<file path="config.mk">
export PLATFORM = sky130hd
export DESIGN_NAME = accel_ctrl
export DESIGN_NICKNAME = d
export VERILOG_FILES = /design/src/rtl/accel_ctrl_pkg.sv /design/src/rtl/pin_edge_sync.sv /design/src/rtl/accel_ctrl.sv
export SDC_FILE = /design/constraint.sdc
export NUM_CORES = 1
export LEC_CHECK = 0
export ABC_AREA = 0
export BUFFER_PORTS_ARGS = -buffer_cell sky130_fd_sc_hd__buf_2
export CORE_ASPECT_RATIO = 0.8
export CORE_MARGIN = 4
export CORE_UTILIZATION = 56
export DETAILED_ROUTE_END_ITERATION = 16
export GPL_TIMING_DRIVEN = 0
export PLACE_DENSITY = 0.95
export SYNTH_ARGS = -nofsm -noshare
export SYNTH_HDL_FRONTEND = slang
export SYNTH_HIERARCHICAL = 1
export SYNTH_SLANG_ARGS = --single-unit
</file>
<file path="constraint.sdc">
create_clock -name pclk -period 3.04 [get_ports pclk]
set_input_delay 0.304 -clock pclk [delete_from_list [all_inputs] [get_ports pclk]]
set_output_delay 0.304 -clock pclk [all_outputs]
set_load 0.02 [all_outputs]
</file>
<file path="src/rtl/accel_ctrl_pkg.sv">
// package: constants, register map and types for the acceleration sensor control block
package accel_ctrl_pkg;

   // clock and times, all in nanoseconds
   localparam int CLK_PERIOD_NS   = 40;
   localparam int RESET_REQ_NS    = 512000;   // reset pin low with serial clock high
   localparam int STATUS_HIZ_NS   = 800000;   // status pin floats after a device reset
   localparam int STAB_DELAY_NS   = 3000000;  // stabilization delay, status cannot clear
   localparam int SAMPLE_NS       = 16000;    // one filtered sample per axis

   // least times round up, longest times round down
   localparam int RESET_REQ_CYC   = (RESET_REQ_NS + CLK_PERIOD_NS - 1) / CLK_PERIOD_NS;
   localparam int STATUS_HIZ_CYC  = STATUS_HIZ_NS / CLK_PERIOD_NS;
   localparam int STAB_DELAY_CYC  = (STAB_DELAY_NS + CLK_PERIOD_NS - 1) / CLK_PERIOD_NS;
   localparam int SAMPLE_CYC      = SAMPLE_NS / CLK_PERIOD_NS;

   localparam int CNT_W           = 17;
   localparam int SAMPLE_CNT_W    = 9;
   localparam int DATA_W          = 12;
   localparam int ADDR_W          = 8;
   localparam int NUM_PINS        = 2;

   // synchronised pin indices
   localparam int PIN_SELF_TEST   = 0;
   localparam int PIN_HOLD        = 1;

   // register byte addresses
   localparam logic [ADDR_W-1:0] CTRL_ADDR   = 8'h00;
   localparam logic [ADDR_W-1:0] IRQ_ADDR    = 8'h04;
   localparam logic [ADDR_W-1:0] MASK_ADDR   = 8'h08;
   localparam logic [ADDR_W-1:0] STATE_ADDR  = 8'h0c;
   localparam logic [ADDR_W-1:0] XDATA_ADDR  = 8'h10;
   localparam logic [ADDR_W-1:0] YDATA_ADDR  = 8'h14;

   // control register fields
   localparam int CTRL_POLARITY   = 0;
   localparam int CTRL_TEST_MODE  = 1;
   localparam logic [1:0] CTRL_RESET = 2'h0;

   // interrupt status and mask fields
   localparam int IRQ_W           = 3;
   localparam int IRQ_STATUS_SET  = 0;
   localparam int IRQ_RESET_REQ   = 1;
   localparam int IRQ_HOLD        = 2;
   localparam logic [IRQ_W-1:0] MASK_RESET = 3'h0;

   // state register fields
   localparam int STATE_LATCH     = 0;
   localparam int STATE_PHASE     = 1;   // three bits, one-hot phase
   localparam int STATE_SELFTEST  = 4;
   localparam int STATE_HOLD      = 5;

   // power-up phase of the status pin, one-hot
   typedef enum logic [2:0] {
      PH_HIZ  = 3'b001,
      PH_STAB = 3'b010,
      PH_RUN  = 3'b100
   } phase_t;

   // fault conditions reported by the sensing core
   typedef struct packed {
      logic parity;
      logic over_temp;
      logic clk_freq;
      logic terminal;
   } fault_t;

   // one filtered sample pair from the processing path
   typedef struct packed {
      logic [DATA_W-1:0] x;
      logic [DATA_W-1:0] y;
   } sample_t;

endpackage

</file>
<file path="src/rtl/pin_edge_sync.sv">
// two-flop pin synchroniser with rising-edge pulse
`timescale 1ns/1ns
module pin_edge_sync (
   input  wire logic pclk,
   input  wire logic presetn,
   input  wire logic pin,
   output logic      level,
   output logic      rise
);
   logic meta_reg;
   logic sync_reg;
   logic prev_reg;

   // first stage feeds only the second stage, so no logic sees a metastable value
   always_ff @(posedge pclk or negedge presetn) begin
      if (!presetn) begin
         meta_reg <= 1'b0;
         sync_reg <= 1'b0;
         prev_reg <= 1'b0;
      end else begin
         meta_reg <= pin;
         sync_reg <= meta_reg;
         prev_reg <= sync_reg;
      end
   end

   // edge taken between the settled stages
   assign level = sync_reg;
   assign rise  = sync_reg & ~prev_reg;

endmodule

</file>
<file path="src/rtl/accel_ctrl.sv">
// acceleration sensor control: reset request, status latch, self-test, capture/hold, apb
//
// The register addresses and register access over APB were decided locally.
`timescale 1ns/1ns
module accel_ctrl
   import accel_ctrl_pkg::*;
#(
   parameter int RESET_CYCLES = RESET_REQ_CYC,
   parameter int HIZ_CYCLES   = STATUS_HIZ_CYC,
   parameter int STAB_CYCLES  = STAB_DELAY_CYC
) (
   input  wire logic                         pclk,
   input  wire logic                         presetn,
   input  wire logic                         psel,
   input  wire logic                         penable,
   input  wire logic                         pwrite,
   input  wire logic [accel_ctrl_pkg::ADDR_W-1:0] paddr,
   input  wire logic [31:0]                  pwdata,
   output logic [31:0]                       prdata,
   output logic                              pready,
   output logic                              pslverr,
   input  wire logic                         reset_pin_n,
   input  wire logic                         sclk_pin,
   input  wire logic                         self_test_pin,
   input  wire logic                         capture_hold_pin,
   input  wire accel_ctrl_pkg::fault_t       faults,
   input  wire accel_ctrl_pkg::sample_t      filtered,
   output logic                              status_out,
   output logic                              status_oe,
   output logic                              self_test_active,
   output logic                              self_test_polarity_bit,
   output logic                              spi_enable,
   output logic [accel_ctrl_pkg::DATA_W-1:0] x_axis_output,
   output logic [accel_ctrl_pkg::DATA_W-1:0] y_axis_output,
   output logic                              irq
);
   import accel_ctrl_pkg::*;

   logic [NUM_PINS-1:0]     pin_raw;
   logic [NUM_PINS-1:0]     pin_level;
   logic [NUM_PINS-1:0]     pin_rise;
   logic                    req_active;
   logic [CNT_W-1:0]        req_cnt_reg;
   logic                    int_reset_reg;
   phase_t                  phase_reg;
   phase_t                  phase_next;
   logic [CNT_W-1:0]        phase_cnt_reg;
   logic                    latch_reg;
   logic                    latch_set;
   logic                    latch_clr;
   logic                    any_fault;
   logic [SAMPLE_CNT_W-1:0] sample_cnt_reg;
   logic                    sample_tick_reg;
   logic [1:0]              ctrl_reg;
   logic [IRQ_W-1:0]        irq_status_reg;
   logic [IRQ_W-1:0]        irq_mask_reg;
   logic [IRQ_W-1:0]        irq_event;
   logic                    latch_prev_reg;
   logic                    setup_phase;
   logic                    wr_access;
   logic                    addr_ok;
   logic [31:0]             rd_value;

   // self-test and hold pins pass through their own synchronisers
   assign pin_raw[PIN_SELF_TEST] = self_test_pin;
   assign pin_raw[PIN_HOLD]      = capture_hold_pin;

   generate
      for (genvar i = 0; i < NUM_PINS; i++) begin : g_pin
         pin_edge_sync u_sync (
            .pclk    (pclk),
            .presetn (presetn),
            .pin     (pin_raw[i]),
            .level   (pin_level[i]),
            .rise    (pin_rise[i])
         );
      end
   endgenerate

   // reset request: both levels must hold without a break for the full time
   assign req_active = ~reset_pin_n & sclk_pin;

   always_ff @(posedge pclk or negedge presetn) begin
      if (!presetn) begin
         req_cnt_reg   <= '0;
         int_reset_reg <= 1'b0;
      end else if (!req_active) begin
         req_cnt_reg   <= '0;
         int_reset_reg <= 1'b0;
      end else if (req_cnt_reg == CNT_W'(RESET_CYCLES - 1)) begin
         req_cnt_reg   <= '0; // a pin held longer asks again after another full period
         int_reset_reg <= 1'b1;
      end else begin
         req_cnt_reg   <= req_cnt_reg + 1'b1;
         int_reset_reg <= 1'b0;
      end
   end

   // status pin phase: float, then driven high through stabilization, then run
   always_comb begin
      phase_next = phase_reg;
      case (phase_reg)
         PH_HIZ: begin
            if (phase_cnt_reg == CNT_W'(HIZ_CYCLES - 1)) begin
               phase_next = PH_STAB;
            end
         end
         PH_STAB: begin
            if (phase_cnt_reg == CNT_W'(STAB_CYCLES - 1)) begin
               phase_next = PH_RUN;
            end
         end
         PH_RUN: begin
            phase_next = PH_RUN;
         end
         default: begin
            phase_next = PH_HIZ;
         end
      endcase
   end

   always_ff @(posedge pclk or negedge presetn) begin
      if (!presetn) begin
         phase_reg     <= PH_HIZ;
         phase_cnt_reg <= '0;
      end else if (int_reset_reg) begin
         phase_reg     <= PH_HIZ;
         phase_cnt_reg <= '0;
      end else begin
         phase_reg     <= phase_next;
         phase_cnt_reg <= (phase_next != phase_reg) ? '0 : phase_cnt_reg + 1'b1;
      end
   end

   // status latch: set wins over clear, so a lasting fault shows again at once
   assign any_fault = faults.parity | faults.over_temp | faults.clk_freq | faults.terminal;
   assign latch_set = any_fault | int_reset_reg | (phase_reg != PH_RUN);
   assign latch_clr = pin_rise[PIN_SELF_TEST] & (phase_reg == PH_RUN);

   always_ff @(posedge pclk or negedge presetn) begin
      if (!presetn) begin
         latch_reg <= 1'b1;
      end else if (latch_set) begin
         latch_reg <= 1'b1;
      end else if (latch_clr) begin
         latch_reg <= 1'b0;
      end
   end

   // status pin drive; the latch is held high through float and stabilization
   always_ff @(posedge pclk or negedge presetn) begin
      if (!presetn) begin
         status_out <= 1'b0;
         status_oe  <= 1'b0;
      end else begin
         status_out <= latch_reg | latch_set;
         status_oe  <= (phase_next != PH_HIZ) & ~int_reset_reg;
      end
   end

   // self-test stimulus follows the synchronised pin level
   always_ff @(posedge pclk or negedge presetn) begin
      if (!presetn) begin
         self_test_active       <= 1'b0;
         self_test_polarity_bit <= 1'b0;
         spi_enable             <= 1'b0;
      end else begin
         self_test_active       <= pin_level[PIN_SELF_TEST];
         self_test_polarity_bit <= ctrl_reg[CTRL_POLARITY];
         spi_enable             <= ctrl_reg[CTRL_TEST_MODE];
      end
   end

   // sample timer of the processing path
   always_ff @(posedge pclk or negedge presetn) begin
      if (!presetn) begin
         sample_cnt_reg  <= '0;
         sample_tick_reg <= 1'b0;
      end else if (sample_cnt_reg == SAMPLE_CNT_W'(SAMPLE_CYC - 1)) begin
         sample_cnt_reg  <= '0;
         sample_tick_reg <= 1'b1;
      end else begin
         sample_cnt_reg  <= sample_cnt_reg + 1'b1;
         sample_tick_reg <= 1'b0;
      end
   end

   // held result per axis, one converter code each; frozen while hold is high except that an internal reset zeroes it
   always_ff @(posedge pclk or negedge presetn) begin
      if (!presetn) begin
         x_axis_output <= '0;
         y_axis_output <= '0;
      end else if (int_reset_reg) begin
         x_axis_output <= '0;
         y_axis_output <= '0;
      end else if (sample_tick_reg && !pin_level[PIN_HOLD]) begin
         x_axis_output <= filtered.x;
         y_axis_output <= filtered.y;
      end
   end

   // apb: answer loaded in setup so the access phase sees pready at once
   assign setup_phase = psel & ~penable;
   assign wr_access   = psel & penable & pready & pwrite & ~pslverr;

   always_comb begin
      addr_ok  = 1'b1;
      rd_value = '0;
      case (paddr)
         CTRL_ADDR:  rd_value[1:0] = ctrl_reg;
         IRQ_ADDR:   rd_value[IRQ_W-1:0] = irq_status_reg;
         MASK_ADDR:  rd_value[IRQ_W-1:0] = irq_mask_reg;
         STATE_ADDR: begin
            rd_value[STATE_LATCH]       = latch_reg;
            rd_value[STATE_PHASE +: 3]  = phase_reg;
            rd_value[STATE_SELFTEST]    = pin_level[PIN_SELF_TEST];
            rd_value[STATE_HOLD]        = pin_level[PIN_HOLD];
         end
         XDATA_ADDR: rd_value[DATA_W-1:0] = x_axis_output;
         YDATA_ADDR: rd_value[DATA_W-1:0] = y_axis_output;
         default:    addr_ok = 1'b0;
      endcase
   end

   always_ff @(posedge pclk or negedge presetn) begin
      if (!presetn) begin
         pready  <= 1'b0;
         pslverr <= 1'b0;
         prdata  <= '0;
      end else begin
         pready  <= setup_phase;
         pslverr <= setup_phase & ~addr_ok;
         prdata  <= (setup_phase && !pwrite && addr_ok) ? rd_value : '0;
      end
   end

   // writable control and mask
   always_ff @(posedge pclk or negedge presetn) begin
      if (!presetn) begin
         ctrl_reg     <= CTRL_RESET;
         irq_mask_reg <= MASK_RESET;
      end else if (wr_access) begin
         if (paddr == CTRL_ADDR) begin
            ctrl_reg <= pwdata[1:0];
         end
         if (paddr == MASK_ADDR) begin
            irq_mask_reg <= pwdata[IRQ_W-1:0];
         end
      end
   end

   // sticky events, write one to clear; a new event wins over its clear
   always_ff @(posedge pclk or negedge presetn) begin
      if (!presetn) begin
         latch_prev_reg <= 1'b0;
      end else begin
         latch_prev_reg <= latch_reg;
      end
   end

   assign irq_event[IRQ_STATUS_SET] = latch_reg & ~latch_prev_reg;
   assign irq_event[IRQ_RESET_REQ]  = int_reset_reg;
   assign irq_event[IRQ_HOLD]       = pin_rise[PIN_HOLD];

   always_ff @(posedge pclk or negedge presetn) begin
      if (!presetn) begin
         irq_status_reg <= '0;
      end else if (wr_access && paddr == IRQ_ADDR) begin
         irq_status_reg <= (irq_status_reg & ~pwdata[IRQ_W-1:0]) | irq_event;
      end else begin
         irq_status_reg <= irq_status_reg | irq_event;
      end
   end

   always_ff @(posedge pclk or negedge presetn) begin
      if (!presetn) begin
         irq <= 1'b0;
      end else begin
         irq <= |((irq_status_reg | irq_event) & irq_mask_reg);
      end
   end
endmodule

</file>
**Yosys cells after proc, flatten, opt, wreduce, memory -nomap -nowiden**

Index checks and enable logic that the tools add are counted.

- Register bits: 107
- Input port bits: 77
- Word-level logic and storage cells: 114

- $add $sub $neg: 3
- Equality and inequality tests: 15
- Muxes and demuxes: 25
- Bitwise gates (word level): 31
- Reduce and logical (&&, ||, !) cells: 13

Operator list:

| kind | count |
|---|---|
| 2-to-1 mux 17 bit | 4 |
| 2-to-1 mux 12 bit | 5 |
| adder 17 x 1 -> 17 bit (second input constant) | 2 |
| one-hot mux 3 bit (3 select lines) | 2 |
| == test 17 x 14 -> 1 bit (second input constant) | 1 |
| == test 17 x 15 -> 1 bit (second input constant) | 1 |
| == test 17 bit (second input constant) | 1 |
| == test 8 x 4 -> 1 bit (second input constant) | 2 |
| == test 8 x 5 -> 1 bit (second input constant) | 2 |
| bitwise AND 1 bit | 12 |
| 2-to-1 mux 3 bit | 4 |
| one-hot mux 2 bit (6 select lines) | 1 |
| one-hot mux 6 bit (2 select lines) | 1 |
| adder 9 x 1 -> 9 bit (second input constant) | 1 |
| == test 9 bit (second input constant) | 1 |
| 2-to-1 mux 9 bit | 1 |
| == test 8 x 3 -> 1 bit (second input constant) | 1 |
| logical NOT 8 bit | 1 |
| inverter 1 bit | 8 |
| bitwise AND 3 bit | 2 |
| 2-to-1 mux 1 bit | 6 |
| bitwise OR 1 bit | 6 |
| bitwise OR 3 bit | 2 |
| OR reduction 6 bit | 1 |
| 13 further kinds | 19 |

**Longest topological paths before layout**

- Depth after elaboration: 6
- Gate-level depth with buffers: 7

**Hierarchy**

The synthesis kept the hierarchy.

Modules (own cells, without submodules):

| module | times used | cells each | area each (µm²) | sequential area each (µm²) |
|---|---|---|---|---|
| accel_ctrl | 1 | 432 | 4775.8 | 2555.0 |
| pin_edge_sync | 2 | 4 | 88.8 | 75.1 |

**Worst setup path after synthesis**

OpenSTA, ideal clock, no wires.

- Path type: register -> register
- Start: register phase_cnt_reg[0]
- End: register phase_cnt_reg[10]
- Library setup time: 0.122 ns
- Arrival time: 1.681 ns
- Data required time: 2.918 ns
- Slack: 1.238 ns
- Cell stages (with the launch flop): 7
- Buffers on the path: 1
- Clock period less this slack: 1.802 ns
- Path through: dfrtp_1 > ha_1 > nand3_1 > or4b_1 > o22ai_2 > buf_6 > a21oi_1

- Longest elaborated chain between the ends: 6
- Elaborated cells on any way between the ends: 9
- Classes of those cells: add/sub (1); eq/ne (3); mux (5)

RTL lines:

| what | line | RTL |
|---|---|---|
| start, declared | accel_ctrl.sv:47 | `logic [CNT_W-1:0] phase_cnt_reg;` |
| start signal, assigned | accel_ctrl.sv:131 | `phase_cnt_reg <= (phase_next != phase_reg) ? '0 : phase_cnt_reg + 1'b1;` |
| == test 17 bit or == test 17 x 15 -> 1 bit (tied branches) | accel_ctrl.sv:109, accel_ctrl.sv:104 |  |
| 2-to-1 mux 3 bit (on tied branches) | accel_ctrl.sv:109, accel_ctrl.sv:104 |  |
| one-hot mux 3 bit (3 select lines) | accel_ctrl.sv:102 | `case (phase_reg)` |
| inequality test 3 bit | accel_ctrl.sv:131 |  |
| 2-to-1 mux 17 bit (*) | accel_ctrl.sv:131 |  |
| 2-to-1 mux 17 bit (*) | accel_ctrl.sv:126 | `end else if (int_reset_reg) begin` |

Mark *: on every way between the ends. The rest lies on a longest branch, timed or not.
A chain may end at the register's enable or synchronous reset.

**Worst setup path in the final report**

- Start: register req_cnt_reg[0]
- End: register req_cnt_reg[12]

- Longest elaborated chain between the ends: 3
- Elaborated cells on any way between the ends: 4
- Classes of those cells: add/sub (1); eq/ne (1); mux (2)

RTL lines:

| what | line | RTL |
|---|---|---|
| start, declared | accel_ctrl.sv:43 | `logic [CNT_W-1:0] req_cnt_reg;` |
| start signal, assigned | accel_ctrl.sv:94 | `req_cnt_reg <= req_cnt_reg + 1'b1;` |
| adder 17 x 1 -> 17 bit or == test 17 x 14 -> 1 bit (tied branches) | accel_ctrl.sv:94, accel_ctrl.sv:90 |  |
| 2-to-1 mux 17 bit (*) | accel_ctrl.sv:90 | `end else if (req_cnt_reg == CNT_W'(RESET_CYCLES - 1)) begin` |
| 2-to-1 mux 17 bit (*) | accel_ctrl.sv:87 | `end else if (!req_active) begin` |

Marks and branches as above.

==> flow_summary.ini <==
[global_routing]
grt_util_all_layers = 0.233
grt.met2_usage = 0.400
use_met3 = 0.0495
antenna_found_initial = 0
grt_pass1_vias = 4062
grt-ovfl-total = 0
grt_pass1_wl_mm = 19.7
grt_max_degree = 66
grt_util_met1 = 0.292
top_usage_layer = met2

[sta]
finClkSkew_ps = 15.8
slew_viol_final = 0
worstMarginPinSlew_ps = 784
fin_crit_sh = 0.694
rsz0062_at_grt = no
fmax_ghz = 0.474
timing.setup.tns_ps = 0
min_period_ps = 2110
relSlewSlack = 0.476
fin_ws_ps = 929
finalSetupViolCount = 0
hold_violations = 0

[drt]
viasPerCell = 5.91
post_drt_wl_per_cell_um = 17.8
routed-via-count = 4014
drc = 0
ant_nets = 0
first_pass_iters = 5
drtIter0Drc = 497
routed_wl_mm = 12.1

[place]
placed_cells = 662
gp_congestion = 0.902
numPortBuffers = 90
dp_hpwl_mm = 8.85
place_worst_setup_slack_ps = 983

[yosys]
synth_top_cell_by_area = dfrtp_1
synth_area_leaders = dfrtp_1 (54%), a22o_1 (4.2%), buf_4 (3.2%)
synth_edf_count = 0
yosys_warnings = 6
ys_ff_latch = 108
synth.distinct_cells = 56
synth_top_area_share = 0.535
netlist_instances = 440
synth-async-reset-ratio = 1.00
avgSynthCellArea_um2 = 11.3
yosysSeqAreaShare = 0.546
synthesis.area_um2 = 4950
synth-main-ff-cell = dfrtp_1

[die]
rows = 30
die_area_um2 = 10400
io_pins = 141
die_h_um = 92.1
core_region_area_um2 = 8560
die_w_um = 113
initial_core_util = 0.579

[power_and_ir_drop]
seqPwrFrac = 0.587
p_leak_nw = 2.86
ir_drop_v = 0.000237
power_density_nw_per_um2 = 423
p_switching_mw = 0.644
clockPowerShare = 0.351
p_int_mw = 1.83
netSwitchingFraction = 0.260
p_comb_frac = 0.063

[critical_path]
critPathLaunchType = flop
crit_required_ps = 3280
cp_data_arrival_time_ps = 2350
rr_worst_depth = 7
path_class = flop to flop
crit_path_end_kind = flop
r2r_slack_ps = 930
cp_max_fo = 10

[clock_tree]
ctsRootBufferMaster = clkbuf_8
ctsResizeCount = 0
clk_pin_slew_ps = 100
clk_latency_ps = 380
cts_max_level = 3
clock_sinks = 108
clock_path_buffers = 2
numCtsBuffers = 9
cts_tree = done

[layout]
stdcell_count = 679
antenna_cells = 0
final_cell_mix = dfrtp_1 (106), buf_2 (92), nor2_1 (38)
nets = 642
final_common_cell = dfrtp_1
final_util = 0.684
syn2layout_area_growth_pct = 18.2
drive_above_1_share = 0.273

[min_path]
whs_path_depth = 1
min-delay-path-class = input port to flop

[status]
status = finished clean

[run]
drv_cap = 0
[through the flow]
| step | power (mW) | hold WS, ps | instance area (µm²) |
|---|---|---|---|
| 2_1_floorplan | 1.55 | 8.41 | 5020 |
| 3_3_place_gp | 1.62 | 343 | 5620 |
| 3_5_place_dp | 1.63 | 332 | 5650 |
| 4_1_cts | 2.48 | 33.2 | 5860 |
| 5_1_grt | 2.56 | 23.4 | 5860 |
| 6_report | 2.47 | 37.9 | 5860 |
[kinds of logic (layout without fill, tap and decap cells)]
group | Yosys count | in the layout | share of synthesized area
flops | 108 | 108 | 0.546
buf+inv | 44 | 152 | 0.0551
mux | 23 | 23 | 0.0490
xor+xnor | 28 | 28 | 0.0495
compound gates | 81 | 81 | 0.116
fa+ha+maj | 3 | 3 | 0.00758
simple gates | 152 | 152 | 0.176
other cells | 1 | 20 | 0.000757
[layer usage]
| metal | vias up | part of all wire | wire [µm] |
|---|---|---|---|
| met5 | - | 0 | 0 |
| met4 | 0 | 0.028 | 339 |
| met3 | 39 | 0.078 | 936 |
| met2 | 232 | 0.51 | 6100 |
| met1 | 1936 | 0.39 | 4690 |
| li1 | 1807 | - | - |
[power by group through the flow]
stage | Clock, mW | Combinational (mW) | Sequential [mW]
6_report | 0.868 | 0.155 | 1.45
5_1_grt | 0.941 | 0.170 | 1.45
4_1_cts | 0.874 | 0.155 | 1.45
3_5_place_dp | 0 | 0.153 | 1.48
3_3_place_gp | 0 | 0.144 | 1.48
2_1_floorplan | 0 | 0.0712 | 1.48
[worst max-delay path, stage by stage (launching register included)]
cell	delay, ps
dfrtp_1	400
ha_1	240
and4_1	200
clkbuf_1	260
nand4_1	170
nand2b_1	200
clkbuf_1	400
nor2_1	110
[synthesized netlist by cell type (all sizes together), types with 2 or more instances]
cell type / instances
a211oi: 3
a21o: 5
a21oi: 20
a22o: 24
a22oi: 8
a31oi: 2
and3: 6
and4: 5
buf: 26
clkbuf: 9
dfrtp: 106
dfstp: 2
ha: 3
inv: 9
mux2: 10
mux2i: 13
nand2: 22
nand2b: 4
nand3: 17
nand4: 11
nor2: 38
nor2b: 4
nor3: 9
nor3b: 3
nor4: 10
nor4b: 3
nor4bb: 2
o21ai: 7
o22ai: 3
o31ai: 3
or3: 5
or3b: 2
or4: 5
or4b: 3
xnor2: 14
xor2: 14
[what timing repair did]
action	in CTS	in global routing
endpoints found under the setup margin	0	0
buffers inserted	0	0
hold buffers	1	0
hold endpoints to repair	43	0
[layout make-up]
cell class	instances	area, µm²
fill	595	2700
clock buffer	9	124
tap	112	140
clock inverter	7	76.3
buffer	35	239
inverter	9	33.8
sequential	108	2710
timing repair buffer	92	490
multi-input combinational	307	2050
[worst paths after layout]
path,startpoint,endpoint
max,req_cnt_reg[0],req_cnt_reg[12]
min,capture_hold_pin,g_pin[1].u_sync/meta_reg
max reg2reg,req_cnt_reg[0],req_cnt_reg[12]
min reg2reg,g_pin[1].u_sync/meta_reg,g_pin[1].u_sync/level
max in group asynchronous,presetn,phase_reg[0]
min in group asynchronous,presetn,prdata[4]
No activity file was read; power rests on OpenSTA's default activity.
